===== src/shared/coupler_defs.svh =====
// named constants for the channel coupler and its control logic link
`ifndef COUPLER_DEFS_SVH
`define COUPLER_DEFS_SVH
// clock rate and deadman time in seconds
`define CLK_HZ 100000000
`define DEADMAN_S 4
// function code checks: equipment field, legal range 0477 octal
`define FN_EQ_MSB 11
`define FN_EQ_LSB 9
`define FN_EQ_NONE 3'h0
`define FN_LEGAL_MAX 12'h13f
// status request 0012 octal, autoload 0414 octal
`define FN_STATUS_REQ 12'h00a
`define FN_AUTOLOAD 12'h10c
`define FN_LOW_MSB 8
// answer word to an unconnected host: bit 10 set
`define CONN_STATUS_WORD 16'h0400
// processor control bits on output channel 0; path bits 14,15 taken on output channel 4
`define CTL_REPLY 0
`define CTL_DISC 1
`define CTL_INACT 2
`define CTL_DMCLR 3
`define FMT_B12 12
`define FMT_B13 13
`define PATH_B14 14
`define PATH_B15 15
`define FMT_ASSEMBLY0 4'h0
// input channel 0 status bits
`define ST0_FUNC 0
`define ST0_BUSY 1
`define ST0_DEADMAN 2
`define ST0_DATAMODE 3
`define ST0_READY 6
// input channel 3 status bits
`define ST3_WSENSE 9
`define ST3_A_CONN 10
`define ST3_B_CONN 11
`define ST3_PENDING 12
`endif


===== src/shared/coupler_pkg.sv =====
// types shared by the coupler and control logic ends
package coupler_pkg;
  typedef enum logic [1:0] {
    PATH_PROC_HOST = 2'h0,
    PATH_CTL_HOST = 2'h1,
    PATH_PROC_CTL = 2'h2,
    PATH_AUTOLOAD = 2'h3
  } path_t;
  typedef enum logic [2:0] {
    AL_IDLE = 3'h0,
    AL_STOP = 3'h1,
    AL_CLEAR = 3'h3,
    AL_FORCE = 3'h2,
    AL_LAUNCH = 3'h6,
    AL_RUN = 3'h7
  } al_state_t;
  typedef enum logic [1:0] {
    SR_IDLE = 2'h0,
    SR_ACT = 2'h1,
    SR_EMPTY = 2'h3
  } sr_state_t;
endpackage


===== src/shared/coupler_link_if.sv =====
// data handshake between the coupler and the disk control logic
`timescale 1ns/1ps
interface coupler_link_if;
  logic to_logic_request;
  logic [15:0] to_logic_data;
  logic to_logic_record_end;
  logic to_logic_accept;
  logic from_logic_request;
  logic [15:0] from_logic_data;
  logic from_logic_record_end;
  logic from_logic_accept;
  logic write_sense_n;
  logic halt;
  modport coupler (
    output to_logic_request, to_logic_data, to_logic_record_end, from_logic_accept, halt,
    input to_logic_accept, from_logic_request, from_logic_data, from_logic_record_end,
    input write_sense_n
  );
  modport ctl (
    input to_logic_request, to_logic_data, to_logic_record_end, from_logic_accept, halt,
    output to_logic_accept, from_logic_request, from_logic_data, from_logic_record_end,
    output write_sense_n
  );
endinterface


===== src/rtl/channel_coupler.sv =====
// coupler between host channels, the subsystem processor and the control logic
`timescale 1ns/1ps
`include "coupler_defs.svh"
// Overview of operation
// - processor bits 14,15 select the data path
// - master clear or any taken function restores processor-host path
// - pulse cycle halt before autoload
// - hold block enable low, pulse force, then launch
// - to-logic request held until logic accepts
// - from-logic accept set on take, cleared by request
// - record end on last word or host termination
// - halt on master clear, deadman or autoload
// - logic holds request until accept rises
// - logic holds data stable until accept rises
// - logic pulses record end after last word
// - falling write sense marks input operation start
// - legal code: equipment zero, up to 0477
// - legal function reserves until released
// - first legal function connects; other host barred
// - unconnected status request answered with bit 10
// - other functions held until owner disconnects
// - deadman expiry drops connect, inactive, halt; terminate except on control-logic-host path
// - control bit 3 clears and holds deadman
// - function shown to processor, reply gives inactive
// - autoload resets path, format, halts, prepares processor
// - autoload ends on inactive or deadman, terminate
module channel_coupler import coupler_pkg::*; #(
  parameter bit DUAL_ACCESS = 1'b1,
  parameter int unsigned DEADMAN_CYC = `DEADMAN_S * `CLK_HZ
) (
  // clock and reset
  input wire logic mclk,
  input wire logic rst_n,
  // host channels, index 0 is host a, index 1 is host b
  input wire logic [1:0] host_func_pulse,
  input wire logic [11:0] host_func_code_a,
  input wire logic [11:0] host_func_code_b,
  input wire logic [1:0] host_activate,
  input wire logic [1:0] host_inactive,
  input wire logic [1:0] host_empty,
  input wire logic host_master_clear,
  input wire logic host_out_valid,
  input wire logic [15:0] host_out_data,
  input wire logic host_out_last,
  output logic host_out_ready,
  output logic [1:0] host_inactive_out,
  output logic [1:0] host_full,
  output logic [15:0] host_in_data,
  // subsystem processor
  input wire logic [15:0] processor_control_lines,
  input wire logic set_out0_n,
  input wire logic set_out4_n,
  input wire logic proc_out_valid,
  input wire logic [15:0] proc_out_data,
  input wire logic proc_out_last,
  output logic proc_out_ready,
  output logic proc_in_valid,
  output logic [15:0] proc_in_data,
  output logic in_record_end,
  output logic [15:0] status_word0,
  output logic [15:0] status_word3,
  output logic processor_cycle_halt_n,
  output logic processor_clear_pulse_n,
  output logic block_input_enable_n,
  output logic forced_instruction_pulse_n,
  output logic instruction_launch_n,
  output logic proc_terminate,
  // control logic link
  coupler_link_if.coupler link
);
  function automatic logic legal_fn(input logic [11:0] c);
    return (c[`FN_EQ_MSB:`FN_EQ_LSB] == `FN_EQ_NONE) && (c <= `FN_LEGAL_MAX);
  endfunction

  logic [1:0] owner_r;
  logic scan_r, func_avail_r, dm_flag_r, pend_v_r, pend_h_r, sr_h_r;
  logic [11:0] pend_code_r;
  logic [8:0] func_code_r;
  path_t path_r;
  logic [3:0] format_r, ctl0_r, ctl0_d_r;
  logic [31:0] dm_cnt_r;
  al_state_t al_st_r;
  sr_state_t sr_st_r;
  logic tl_req_r, tl_last_r, tl_eor_r, fl_acc_r, fl_req_d_r, halt_r;
  logic [15:0] tl_data_r;
  logic ws_d_r, ws_started_r, eor_in_r, term_r;
  logic [1:0] inact_r, full_r;
  logic [15:0] hin_data_r, pin_data_r;
  logic pin_valid_r;

  // function events: a new pulse wins over a held one, scan settles ties
  wire win_b = host_func_pulse[1] & (~host_func_pulse[0] | scan_r);
  wire new_v = |host_func_pulse;
  wire lose_v = &host_func_pulse;
  wire seq_idle = (al_st_r == AL_IDLE) & (sr_st_r == SR_IDLE);
  wire idle = ~func_avail_r & seq_idle;
  wire pend_go = pend_v_r & (owner_r == 2'b00) & ~new_v;
  wire ev_h = new_v ? win_b : pend_h_r;
  wire [11:0] ev_code = new_v ? (win_b ? host_func_code_b : host_func_code_a) : pend_code_r;
  wire [1:0] ev_oh = ev_h ? 2'b10 : 2'b01;
  wire ev_mine = ~DUAL_ACCESS | (owner_r == 2'b00) | (|(owner_r & ev_oh));
  // the barred host may still ask for status while the owner's function waits
  wire ev_v = (new_v | pend_go) & (idle | (seq_idle & ~ev_mine));
  wire ev_ok = ev_v & legal_fn(ev_code);
  wire ev_take = ev_ok & ev_mine;
  wire ev_status = ev_ok & ~ev_mine & (ev_code == `FN_STATUS_REQ);
  wire ev_hold = ev_ok & ~ev_mine & ~ev_status;
  wire ev_autoload = ev_take & (ev_code == `FN_AUTOLOAD);
  wire [1:0] sr_oh = sr_h_r ? 2'b10 : 2'b01;

  // processor replies are set-then-clear of an output channel 0 bit
  wire reply_ev = ctl0_d_r[`CTL_REPLY] & ~ctl0_r[`CTL_REPLY];
  wire disc_ev = ctl0_d_r[`CTL_DISC] & ~ctl0_r[`CTL_DISC];
  wire pinact_ev = ctl0_d_r[`CTL_INACT] & ~ctl0_r[`CTL_INACT];
  wire mclr = host_master_clear;
  wire owner_inact = |(host_inactive & owner_r);
  wire dm_run = (owner_r != 2'b00) & ~ctl0_r[`CTL_DMCLR];
  wire dm_kick = reply_ev | disc_ev | link.to_logic_accept | link.from_logic_request;
  wire dm_exp = dm_run & ~dm_kick & (dm_cnt_r == DEADMAN_CYC - 32'd1);
  wire drop = mclr | owner_inact | disc_ev | pinact_ev | dm_exp;
  wire al_end = (al_st_r == AL_RUN) & (owner_inact | dm_exp);

  wire p_ch = path_r == PATH_CTL_HOST;
  wire p_pc = path_r == PATH_PROC_CTL;
  wire p_ph = (path_r == PATH_PROC_HOST) | (path_r == PATH_AUTOLOAD);
  wire tl_load = ~tl_req_r & ((p_ch & host_out_valid) | (p_pc & proc_out_valid));
  wire fl_take = link.from_logic_request & ~fl_acc_r & (p_ch | p_pc);
  wire ws_fall = ws_d_r & ~link.write_sense_n;

  assign host_out_ready = p_ch ? ~tl_req_r : p_ph;
  assign proc_out_ready = p_pc ? ~tl_req_r : (path_r == PATH_PROC_HOST);
  assign link.to_logic_request = tl_req_r;
  assign link.to_logic_data = tl_data_r;
  assign link.to_logic_record_end = tl_eor_r;
  assign link.from_logic_accept = fl_acc_r;
  assign link.halt = halt_r;
  assign host_inactive_out = inact_r;
  assign host_full = full_r;
  assign host_in_data = hin_data_r;
  assign proc_in_valid = pin_valid_r;
  assign proc_in_data = pin_data_r;
  assign in_record_end = eor_in_r;
  assign proc_terminate = term_r;
  assign processor_cycle_halt_n = al_st_r != AL_STOP;
  assign processor_clear_pulse_n = al_st_r != AL_CLEAR;
  assign forced_instruction_pulse_n = al_st_r != AL_FORCE;
  assign instruction_launch_n = al_st_r != AL_LAUNCH;
  assign block_input_enable_n = al_st_r == AL_IDLE;

  always_comb begin
    status_word0 = 16'h0000;
    status_word0[`ST0_FUNC] = func_avail_r;
    status_word0[`ST0_BUSY] = owner_r != 2'b00;
    status_word0[`ST0_DEADMAN] = dm_flag_r;
    status_word0[`ST0_DATAMODE] = |(owner_r & host_activate);
    status_word0[`ST0_READY] = p_pc | ~tl_req_r;
    status_word3 = 16'h0000;
    status_word3[`FN_LOW_MSB:0] = func_code_r;
    status_word3[`ST3_WSENSE] = ws_started_r;
    status_word3[`ST3_A_CONN] = owner_r[0];
    status_word3[`ST3_B_CONN] = owner_r[1];
    status_word3[`ST3_PENDING] = pend_v_r;
  end

  // connection, function hand-off and deadman
  always_ff @(posedge mclk or negedge rst_n) begin
    if (!rst_n) begin
      owner_r <= 2'b00;
      scan_r <= 1'b0;
      func_avail_r <= 1'b0;
      func_code_r <= 9'h000;
      dm_flag_r <= 1'b0;
      dm_cnt_r <= 32'h0;
      pend_v_r <= 1'b0;
      pend_h_r <= 1'b0;
      pend_code_r <= 12'h000;
      ctl0_r <= 4'h0;
      ctl0_d_r <= 4'h0;
    end else begin
      scan_r <= ~scan_r;
      ctl0_d_r <= ctl0_r;
      if (!set_out0_n) begin
        ctl0_r <= processor_control_lines[3:0];
      end
      dm_cnt_r <= (dm_run & ~dm_kick & ~dm_exp) ? dm_cnt_r + 32'd1 : 32'h0;
      if (drop) begin
        owner_r <= 2'b00;
      end else if (ev_take) begin
        owner_r <= ev_oh;
      end
      if (mclr | ev_take) begin
        dm_flag_r <= 1'b0;
      end
      if (dm_exp) begin
        dm_flag_r <= 1'b1;
      end
      if (reply_ev | drop) begin
        func_avail_r <= 1'b0;
      end
      if (ev_take & ~ev_autoload & ~mclr) begin
        func_avail_r <= 1'b1;
        func_code_r <= ev_code[`FN_LOW_MSB:0];
      end
      if (mclr | (pend_v_r & host_inactive[pend_h_r]) | (pend_go & idle)) begin
        pend_v_r <= 1'b0;
      end else if (DUAL_ACCESS & ~pend_v_r & (ev_hold | (lose_v & idle))) begin
        pend_v_r <= 1'b1;
        pend_h_r <= ev_hold ? ev_h : ~win_b;
        pend_code_r <= ev_hold ? ev_code : (win_b ? host_func_code_a : host_func_code_b);
      end
    end
  end

  // path, format, autoload and status request sequences
  always_ff @(posedge mclk or negedge rst_n) begin
    if (!rst_n) begin
      path_r <= PATH_PROC_HOST;
      format_r <= `FMT_ASSEMBLY0;
      al_st_r <= AL_IDLE;
      sr_st_r <= SR_IDLE;
      sr_h_r <= 1'b0;
    end else begin
      if (mclr | ev_take) begin
        path_r <= PATH_PROC_HOST;
        format_r <= `FMT_ASSEMBLY0;
      end else begin
        if (!set_out4_n) begin
          path_r <= path_t'({processor_control_lines[`PATH_B14],
                             processor_control_lines[`PATH_B15]});
        end
        if (!set_out0_n) begin
          format_r <= processor_control_lines[`PATH_B15:`FMT_B12];
        end
      end
      unique case (al_st_r)
        AL_IDLE: al_st_r <= ev_autoload & ~mclr ? AL_STOP : AL_IDLE;
        AL_STOP: al_st_r <= mclr ? AL_IDLE : AL_CLEAR;
        AL_CLEAR: al_st_r <= mclr ? AL_IDLE : AL_FORCE;
        AL_FORCE: al_st_r <= mclr ? AL_IDLE : AL_LAUNCH;
        AL_LAUNCH: al_st_r <= mclr ? AL_IDLE : AL_RUN;
        AL_RUN: al_st_r <= (mclr | al_end) ? AL_IDLE : AL_RUN;
        default: al_st_r <= AL_IDLE;
      endcase
      if (mclr | (sr_st_r != SR_IDLE & host_inactive[sr_h_r])) begin
        sr_st_r <= SR_IDLE;
      end else begin
        unique case (sr_st_r)
          SR_IDLE: begin
            if (ev_status) begin
              sr_st_r <= SR_ACT;
              sr_h_r <= ev_h;
            end
          end
          SR_ACT: sr_st_r <= host_activate[sr_h_r] ? SR_EMPTY : SR_ACT;
          SR_EMPTY: sr_st_r <= host_empty[sr_h_r] ? SR_IDLE : SR_EMPTY;
          default: sr_st_r <= SR_IDLE;
        endcase
      end
    end
  end

  // data movement and pulses toward host, processor and control logic
  always_ff @(posedge mclk or negedge rst_n) begin
    if (!rst_n) begin
      tl_req_r <= 1'b0;
      tl_last_r <= 1'b0;
      tl_data_r <= 16'h0000;
      tl_eor_r <= 1'b0;
      fl_acc_r <= 1'b0;
      fl_req_d_r <= 1'b0;
      halt_r <= 1'b0;
      ws_d_r <= 1'b1;
      ws_started_r <= 1'b0;
      eor_in_r <= 1'b0;
      term_r <= 1'b0;
      inact_r <= 2'b00;
      full_r <= 2'b00;
      hin_data_r <= 16'h0000;
      pin_valid_r <= 1'b0;
      pin_data_r <= 16'h0000;
    end else begin
      fl_req_d_r <= link.from_logic_request;
      ws_d_r <= link.write_sense_n;
      halt_r <= mclr | dm_exp | ev_autoload;
      term_r <= (dm_exp & ~p_ch) | al_end;
      eor_in_r <= link.from_logic_record_end;
      inact_r <= ({2{reply_ev | disc_ev | dm_exp}} & owner_r)
               | ({2{ev_status}} & ev_oh)
               | ({2{sr_st_r == SR_EMPTY & host_empty[sr_h_r]}} & sr_oh)
               | ({2{al_st_r == AL_LAUNCH}} & owner_r);
      tl_eor_r <= (link.to_logic_accept & tl_req_r & tl_last_r)
                | (owner_inact & p_ch & ws_started_r);
      if (halt_r | tl_eor_r) begin
        ws_started_r <= 1'b0;
      end
      if (ws_fall) begin
        ws_started_r <= 1'b1;
      end
      if (halt_r | link.to_logic_accept) begin
        tl_req_r <= 1'b0;
      end else if (tl_load) begin
        tl_req_r <= 1'b1;
        tl_data_r <= p_ch ? host_out_data : proc_out_data;
        tl_last_r <= p_ch ? host_out_last : proc_out_last;
      end
      if (fl_take) begin
        fl_acc_r <= 1'b1;
      end else if (link.from_logic_request & ~fl_req_d_r) begin
        fl_acc_r <= 1'b0;
      end
      pin_valid_r <= (host_out_valid & p_ph) | (fl_take & p_pc);
      if (host_out_valid & p_ph) begin
        pin_data_r <= host_out_data;
      end else if (fl_take & p_pc) begin
        pin_data_r <= link.from_logic_data;
      end
      if (sr_st_r == SR_ACT & host_activate[sr_h_r]) begin
        full_r <= sr_oh;
        hin_data_r <= `CONN_STATUS_WORD;
      end else if ((fl_take & p_ch) | (proc_out_valid & path_r == PATH_PROC_HOST)) begin
        full_r <= owner_r;
        hin_data_r <= p_ch ? link.from_logic_data : proc_out_data;
      end else begin
        full_r <= 2'b00;
      end
    end
  end
endmodule


===== src/flat_wrapper.sv =====
// flat-port wrapper written by rule: the top's interface ports become plain ports
module channel_coupler_flat import coupler_pkg::*;
#(
  parameter bit DUAL_ACCESS = 1'b1,
  parameter int unsigned DEADMAN_CYC = `DEADMAN_S * `CLK_HZ
)
  (mclk, rst_n, host_func_pulse, host_func_code_a, host_func_code_b, host_activate, host_inactive, host_empty, host_master_clear, host_out_valid, host_out_data, host_out_last, host_out_ready, host_inactive_out, host_full, host_in_data, processor_control_lines, set_out0_n, set_out4_n, proc_out_valid, proc_out_data, proc_out_last, proc_out_ready, proc_in_valid, proc_in_data, in_record_end, status_word0, status_word3, processor_cycle_halt_n, processor_clear_pulse_n, block_input_enable_n, forced_instruction_pulse_n, instruction_launch_n, proc_terminate, link_to_logic_request, link_to_logic_data, link_to_logic_record_end, link_from_logic_accept, link_halt, link_to_logic_accept, link_from_logic_request, link_from_logic_data, link_from_logic_record_end, link_write_sense_n);
  coupler_link_if link_i ();
  input wire logic mclk;
  input wire logic rst_n;
  input wire logic [1:0] host_func_pulse;
  input wire logic [11:0] host_func_code_a;
  input wire logic [11:0] host_func_code_b;
  input wire logic [1:0] host_activate;
  input wire logic [1:0] host_inactive;
  input wire logic [1:0] host_empty;
  input wire logic host_master_clear;
  input wire logic host_out_valid;
  input wire logic [15:0] host_out_data;
  input wire logic host_out_last;
  output logic host_out_ready;
  output logic [1:0] host_inactive_out;
  output logic [1:0] host_full;
  output logic [15:0] host_in_data;
  input wire logic [15:0] processor_control_lines;
  input wire logic set_out0_n;
  input wire logic set_out4_n;
  input wire logic proc_out_valid;
  input wire logic [15:0] proc_out_data;
  input wire logic proc_out_last;
  output logic proc_out_ready;
  output logic proc_in_valid;
  output logic [15:0] proc_in_data;
  output logic in_record_end;
  output logic [15:0] status_word0;
  output logic [15:0] status_word3;
  output logic processor_cycle_halt_n;
  output logic processor_clear_pulse_n;
  output logic block_input_enable_n;
  output logic forced_instruction_pulse_n;
  output logic instruction_launch_n;
  output logic proc_terminate;
  output wire logic [$bits(link_i.to_logic_request)-1:0] link_to_logic_request;
  output wire logic [$bits(link_i.to_logic_data)-1:0] link_to_logic_data;
  output wire logic [$bits(link_i.to_logic_record_end)-1:0] link_to_logic_record_end;
  output wire logic [$bits(link_i.from_logic_accept)-1:0] link_from_logic_accept;
  output wire logic [$bits(link_i.halt)-1:0] link_halt;
  input wire logic [$bits(link_i.to_logic_accept)-1:0] link_to_logic_accept;
  input wire logic [$bits(link_i.from_logic_request)-1:0] link_from_logic_request;
  input wire logic [$bits(link_i.from_logic_data)-1:0] link_from_logic_data;
  input wire logic [$bits(link_i.from_logic_record_end)-1:0] link_from_logic_record_end;
  input wire logic [$bits(link_i.write_sense_n)-1:0] link_write_sense_n;
  assign link_to_logic_request = link_i.to_logic_request;
  assign link_to_logic_data = link_i.to_logic_data;
  assign link_to_logic_record_end = link_i.to_logic_record_end;
  assign link_from_logic_accept = link_i.from_logic_accept;
  assign link_halt = link_i.halt;
  assign link_i.to_logic_accept = link_to_logic_accept;
  assign link_i.from_logic_request = link_from_logic_request;
  assign link_i.from_logic_data = link_from_logic_data;
  assign link_i.from_logic_record_end = link_from_logic_record_end;
  assign link_i.write_sense_n = link_write_sense_n;
  channel_coupler #(.DUAL_ACCESS(DUAL_ACCESS), .DEADMAN_CYC(DEADMAN_CYC)) u_core (.mclk(mclk), .rst_n(rst_n), .host_func_pulse(host_func_pulse), .host_func_code_a(host_func_code_a), .host_func_code_b(host_func_code_b), .host_activate(host_activate), .host_inactive(host_inactive), .host_empty(host_empty), .host_master_clear(host_master_clear), .host_out_valid(host_out_valid), .host_out_data(host_out_data), .host_out_last(host_out_last), .host_out_ready(host_out_ready), .host_inactive_out(host_inactive_out), .host_full(host_full), .host_in_data(host_in_data), .processor_control_lines(processor_control_lines), .set_out0_n(set_out0_n), .set_out4_n(set_out4_n), .proc_out_valid(proc_out_valid), .proc_out_data(proc_out_data), .proc_out_last(proc_out_last), .proc_out_ready(proc_out_ready), .proc_in_valid(proc_in_valid), .proc_in_data(proc_in_data), .in_record_end(in_record_end), .status_word0(status_word0), .status_word3(status_word3), .processor_cycle_halt_n(processor_cycle_halt_n), .processor_clear_pulse_n(processor_clear_pulse_n), .block_input_enable_n(block_input_enable_n), .forced_instruction_pulse_n(forced_instruction_pulse_n), .instruction_launch_n(instruction_launch_n), .proc_terminate(proc_terminate), .link(link_i));
endmodule

===== config.mk =====
export PLATFORM = sky130hd
export DESIGN_NAME = channel_coupler_flat
export DESIGN_NICKNAME = d
export VERILOG_FILES = /design/src/shared/coupler_pkg.sv /design/src/shared/coupler_link_if.sv /design/src/rtl/channel_coupler.sv /design/src/flat_wrapper.sv
export VERILOG_INCLUDE_DIRS = /design/src /design/src/shared
export SDC_FILE = /design/constraint.sdc
export NUM_CORES = 1
export LEC_CHECK = 0
export BUFFER_PORTS_ARGS = -buffer_cell sky130_fd_sc_hd__buf_2
export CORE_MARGIN = 2
export CORE_UTILIZATION = 47
export CTS_CLUSTER_SIZE = 40
export DETAILED_ROUTE_END_ITERATION = 12
export PLACE_DENSITY = 0.8
export SYNTH_ARGS = -nofsm -noshare
export SYNTH_HDL_FRONTEND = slang
export SYNTH_SLANG_ARGS = --single-unit
export TNS_END_PERCENT = 1

===== constraint.sdc =====
create_clock -name mclk -period 2 [get_ports mclk]
set_clock_uncertainty 0.05 [all_clocks]
set_input_delay 0.4 -clock mclk [delete_from_list [all_inputs] [get_ports mclk]]
set_output_delay 0.4 -clock mclk [all_outputs]
set_load 0.01 [all_outputs]

==> run_results.csv, run 1 <==
group,metric,value,unit
critical_path,r2r_slack,-0.43,ns
layout,diodes,0,
critical_path,startpoint_type,"flip-flop",
drt,wire_per_inst,16.83,um
global_route,grt_util_all_layers,0.2475,
yosys,synth.most_common_cell,"dfrtp_1",
cts,htree_num_levels,4,
yosys,yosys_most_used_dff,"dfrtp_1",
drt,drtIter0Drc,389,
die,die_x,127.3,um
yosys,synth_fa_ha_area_frac,0.007000,
sta,finalCritPeriodShare,1.215,
critical_path,max_stage_delay,0.42,ns
layout,drive_gt1_frac,0.4059,
layout,syn_to_final_growth,39.73,%
cts,ctsRootBufferMaster,"clkbuf_16",
hold_path,hold_path_class,"in2reg",
drt,drcViolationCount,0,
cts,clock_sinks,138,
global_route,grt_pass1_vias,6290,
yosys,synth_common_cells,"137 x dfrtp_1, 96 x nor2_1, 61 x nand2_1, 55 x a21oi_1, 54 x mux2i_1",
outcome,outcome,"complete, but fails checks",
yosys,yosys_warnings,0,
outcome,violations,"setup timing",
drt,drt_wl_total,20.16,mm
global_route,gr-total-overflow,0,
yosys,syn_inst,717,
place,placed_area,9116,um^2
global_route,antenna_found_initial,0,
yosys,ys_async_sr_fraction,1.000,
die,start_util,0.4756,
layout,final_area,9990,um^2
yosys,synth_top_family_by_area,"simple AND/OR/NAND/NOR gates",
sta,min_period,2.431,ns
critical_path,critPathMaxFanout,9,
sta,setup_violations,33,
sta,final-max-slew-violation-count,0,
cts,cts_tree,"built",
die,dieHeight,127.3,um
yosys,synth_edf_count,0,
yosys,synth-compound-area-share,0.1412,
yosys,synth_top_area_share,0.4795,
run,maxCapViolations,0,
yosys,syn-cell-area,7149,um^2
drt,num_vias,6474,
sta,fmax,411.4,MHz
sta,grt_setup_unrepaired,"yes",
yosys,synth_top_area_cell,"dfrtp_1",
die,rows,45,
die,io_pins,207,
yosys,synthDistinctLibCells,67,
critical_path,cp_num_buf_inv,2,
critical_path,crit_chain,"a21bo_4, nor2_2, o22ai_4, buf_4, a2111o_1, a31o_4, a21boi_4, buf_12, a2bb2oi_2",
critical_path,path_delay_family,"compound AO/OA/AOI/OAI gates",
place,place_congestion,0.9319,
layout,nFillCells,1123,
power_and_ir_drop,ir_drop,691.0,uV
die,fp.coreArea,15030,um^2
critical_path,path_class,"reg2reg",
cts,path_clk_slew,0.06,ns
place,portBuffers,182,
cts,cts_max_path_buffers,2,
yosys,netlist_top_cells_area,"dfrtp_1 48%, mux2i_1 7.6%, nor2_1 5.0%",
yosys,synth_xor_xnor_area_share,0.03553,
critical_path,arrival,2.71,ns
place,dp_hpwl,14.36,mm
yosys,synth-simple-area-share,0.1666,
yosys,ys_seq_area_frac,0.4832,
power_and_ir_drop,p_leak,4.767,nW
cts,cts_made_buffers,17,
critical_path,critical_path.slowest_cell,"dfrtp_1",
critical_path,end_kind,"flip-flop",
yosys,ys_seq_elements,138,
drt,antenna_left,0,
layout,fin_nets,1110,
drt,dr.pass1.iters,6,
drt,viasPerCell,5.404,
sta,setup_ws,-0.4307,ns
critical_path,cp.required,2.28,ns
yosys,syn_avg_cell_area,9.971,um^2
sta,hold_violations,0,
global_route,grt_pass1_wl,31.56,mm
cts,clk_latency,0.41,ns
sta,setup_tns,-9.767,ns
die,dieArea,16210,um^2
yosys,synthMuxAreaShare,0.1129,
power_and_ir_drop,powerDensity,918.5,nW/um^2
global_route,grt_max_degree,53,
-- logic make-up after synthesis --
group / after synthesis
XOR/XNOR: 29
AND/OR/NAND/NOR: 252
AO/OA/AOI/OAI: 147
other: 1
buffers and inverters: 72
adder cells (fa/ha/maj): 4
flip-flops: 138
multiplexers: 74
-- path summary, 6_finish.rpt --
| check | startpoint | end | cells past startpoint |
|---|---|---|---|
| setup reg to reg | u_core.scan_r | u_core.pend_code_r[1] | 9 |
| min in group asynchronous | rst_n | u_core.host_in_data[15] | 2 |
| hold reg to reg | u_core.ctl0_r[0] | u_core.ctl0_d_r[0] | 0 |
| setup / recovery | u_core.scan_r | u_core.pend_code_r[1] | 9 |
| max in group asynchronous | rst_n | u_core.pend_code_r[0] | 3 |
| hold / removal | link_from_logic_record_end | u_core.in_record_end | 1 |
-- per-stage QoR --
| step | cells | worst slack (ns) | total power (W) | hold slack, ns | util |
|---|---|---|---|---|---|
| floorplan | 730 | -0.3265 | 0.004783 | 0.05441 | - |
| global placement | 1162 | -0.8765 | 0.005764 | 0.3304 | 0.6064 |
| detailed placement | 1162 | -1.002 | 0.005833 | 0.3239 | 0.6064 |
| CTS | 1198 | -0.4229 | 0.009163 | 0.03556 | 0.6584 |
| global route | 1198 | -0.4867 | 0.009584 | 0.03790 | 0.6645 |
| finish | 1198 | -0.4307 | 0.009176 | 0.05269 | 0.6645 |
-- power by group --
| part | switching, W | internal [W] |
|---|---|---|
| registers | 0.000337 | 0.00329 |
| clock network | 0.00123 | 0.00204 |
| logic | 0.00115 | 0.00112 |
-- worst register-to-register path, stage by stage (launching register included) --
cell and delay [ns]:
dfrtp_1 0.42, a21bo_4 0.29, nor2_2 0.16, o22ai_4 0.10
buf_4 0.16, a2111o_1 0.42, a31o_4 0.25, a21boi_4 0.19
buf_12 0.17, a2bb2oi_2 0.16
-- state kept, by name (all words and copies together) (netlist names), 4 cells and up --
signal / flops
u_core.func_code_r: 9
u_core.pend_code_r: 12
u_core.host_in_data: 16
u_core.proc_in_data: 16
u_core.link.to_logic_data: 16
u_core.ctl0_r: 4
u_core.dm_cnt_r: 32
-- repair_timing --
| action | 4_1_cts | 5_1_grt |
|---|---|---|
| endpoints found under the setup margin | 37 | 70 |
| pin swaps | 12 | 6 |
| hold buffers | 1 | 0 |
| hold endpoints to repair | 45 | 0 |
| setup buffers | 3 | 0 |
| gates resized for setup | 22 | 19 |
-- cell usage in the layout (no fill, tap or decap), drive strengths merged, types with 14 or more instances in the layout --
cell type and count:
a211oi 18, a21oi 55, buf 301, clkbuf 20
conb 14, dfrtp 137, inv 20, mux2 20
mux2i 54, nand2 61, nand3 17, nor2 97
nor2b 18, o21ai 30, xor2 21
-- layout make-up --
type / instances / area [um^2] / share of cell area
timing repair buffer: 302 / 1952 / 0.1954
sequential: 138 / 3455 / 0.3458
tap: 188 / 235.2 / 0.02355
clock buffer: 20 / 456.7 / 0.04572
clock inverter: 12 / 165.2 / 0.01653
multi-input combinational: 520 / 3659 / 0.3662
inverter: 18 / 67.56 / 0.006764
-- routing by layer --
metal | routed length [um] | share of wire | GRT usage
met3 | 1199 | 0.059 | 0.04816
met5 | 0 | 0 | 0
met1 | 8238 | 0.41 | 0.3074
met4 | 474 | 0.024 | 0.08468
met2 | 10250 | 0.51 | 0.4332
Power figures use the tool's default switching activity.
==> run 2, diff against run 1 <==
Settings changed: SKIP_CTS_REPAIR_TIMING from default to 1.
==> run 2 against run 1 <==
  * The run still ends with setup timing left
  * Combinational power hardly changed
  * Fmax shrank 2.6%
  * Clock power about the same
  * Die area unchanged
  * Register-to-register slack worse by 0.07 ns
  * Largest power group unchanged
  * Largest cell class unchanged
  * Sequential cell count unchanged
  * Via count increased by 0.53%
  * Critical path depth did not move
  * Hold slack about the same
==> run_results.csv, run 2 (synthesized netlist as in run 1, its figures left out) <==
group,metric,value,unit
power_and_ir_drop,powerDensity,919.6,nW/um^2
drt,wire_per_inst,16.75,um
drt,num_vias,6508,
layout,syn_to_final_growth,39.36,%
critical_path,r2r_slack,-0.50,ns
layout,layout_common_cells,"180 x buf_2, 137 x dfrtp_1, 106 x buf_4",
power_and_ir_drop,p_clk_frac,0.358,
critical_path,max_stage_delay,0.42,ns
global_route,grt_pass1_vias,6159,
drt,antenna_left,0,
global_route,antenna_found_initial,0,
critical_path,r2r_start,"u_core.scan_r",
die,fp.coreArea,15030,um^2
layout,layout_commonest_cell,"buf_2",
power_and_ir_drop,p_comb_frac,0.247,
power_and_ir_drop,ir_drop,691.6,uV
outcome,outcome,"complete, but fails checks",
critical_path,startpoint_type,"flip-flop",
die,start_util,0.4756,
cts,clock_sinks,138,
sta,final-max-slew-violation-count,0,
sta,hold_violations,0,
sta,finalCritPeriodShare,1.248,
hold_path,min_to,"u_core.ws_d_r",
drt,dr.pass1.iters,6,
cts,clk_latency,0.41,ns
place,place_congestion,0.9319,
hold_path,hold_path_class,"in2reg",
global_route,grt_pass1_wl,30.66,mm
critical_path,critical_path.slowest_cell,"dfrtp_1",
power_and_ir_drop,seqPwrFrac,0.395,
sta,fmax,400.7,MHz
drt,drcViolationCount,0,
layout,diodes,0,
critical_path,r2r_cells,9,
global_route,grt_util_all_layers,0.2400,
critical_path,end_kind,"flip-flop",
sta,setup_violations,39,
drt,drt_wl_total,20.06,mm
hold_path,hp-start,"link_write_sense_n",
place,portBuffers,182,
drt,drtIter0Drc,408,
layout,drive_gt1_frac,0.4020,
critical_path,arrival,2.74,ns
layout,nFillCells,1132,
hold_path,whs_path_depth,1,
layout,final_area,9963,um^2
critical_path,cp_num_buf_inv,2,
critical_path,reg2reg_to,"u_core.sr_h_r",
layout,top_register,"u_core.dm_cnt_r",
outcome,violations,"setup timing",
sta,min_period,2.496,ns
sta,grt_setup_unrepaired,"yes",
place,dp_hpwl,14.36,mm
critical_path,crit_chain,"a21bo_4, buf_6, o21ai_4, mux2i_2, buf_4, a2111oi_4, nand4_1, nor4_2, mux2_1",
cts,cts_max_path_buffers,2,
global_route,grt_max_degree,53,
critical_path,critPathMaxFanout,7,
run,maxCapViolations,0,
critical_path,path_delay_family,"compound AO/OA/AOI/OAI gates",
power_and_ir_drop,internal_power,0.006441,W
cts,cts_tree,"built",
cts,cts_made_buffers,17,
sta,setup_ws,-0.4959,ns
die,die_x,127.3,um
layout,largest_register_ffs,32,
critical_path,cp.required,2.24,ns
global_route,gr-total-overflow,0,
sta,holdWs,0.05248,ns
power_and_ir_drop,switching_share,0.2971,
place,placed_area,9116,um^2
power_and_ir_drop,p_leak,4.746,nW
cts,ctsRootBufferMaster,"clkbuf_16",
layout,fin_nets,1110,
power_and_ir_drop,switchingPower,0.002722,W
die,io_pins,207,
die,rows,45,
die,dieArea,16210,um^2
drt,viasPerCell,5.432,
critical_path,path_class,"reg2reg",
cts,htree_num_levels,4,
cts,path_clk_slew,0.06,ns
die,dieHeight,127.3,um
[run 2: cell counts in the layout (fill, tap and decap cells not counted)]
Identical to the previous run, type by type.
[run 2: how the worst max path moves through the flow]
stage / from / to / depth (start not counted)
3_5_place_dp: host_func_pulse[1] / u_core.func_code_r[7] / 8
5_1_grt: u_core.scan_r / u_core.sr_h_r / 9
2_1_floorplan: host_func_pulse[1] / u_core.func_code_r[0] / 9
4_1_cts: u_core.scan_r / u_core.func_code_r[7] / 7
3_3_place_gp: host_func_pulse[1] / u_core.func_code_r[4] / 8
6_report: u_core.scan_r / u_core.sr_h_r / 9
[run 2: cell type report]
type                       instances  area (um^2)  area share
clock buffer                      20        456.7     0.04584
clock inverter                    12        165.2     0.01658
tap                              188        235.2     0.02361
sequential                       138         3455      0.3467
inverter                          18        67.56    0.006781
timing repair buffer             302         1954      0.1962
multi-input combinational        520         3630      0.3643
[run 2: power by group through the flow]
stage / sequential (W) / clock, W / combinational [W]
floorplan: 0.00377 / 0 / 0.00101
global placement: 0.00363 / 0 / 0.00214
detailed placement: 0.00364 / 0 / 0.00219
CTS: 0.00361 / 0.00331 / 0.00220
global route: 0.00366 / 0.00344 / 0.00246
finish: 0.00362 / 0.00328 / 0.00226
[run 2: stage by stage]
step	util	std cells	total power, W	setup TNS (ns)	setup WS [ns]
finish	0.6628	1198	0.009162	-10.73	-0.4959
global route	0.6628	1198	0.009567	-13.77	-0.5772
global placement	0.6064	1162	0.005764	-20.90	-0.8765
CTS	0.6478	1194	0.009122	-16.16	-0.7990
floorplan	-	730	0.004783	-13.53	-0.3265
detailed placement	0.6064	1162	0.005833	-23.11	-1.002
[run 2: routing by layer]
layer / part of all wire / vias to the layer above / GRT usage
met5: 0 / - / 0
li1: - / 3052 / -
met3: 0.063 / 48 / 0.04941
met1: 0.41 / 3125 / 0.3019
met4: 0.025 / 0 / 0.08209
met2: 0.50 / 283 / 0.4137
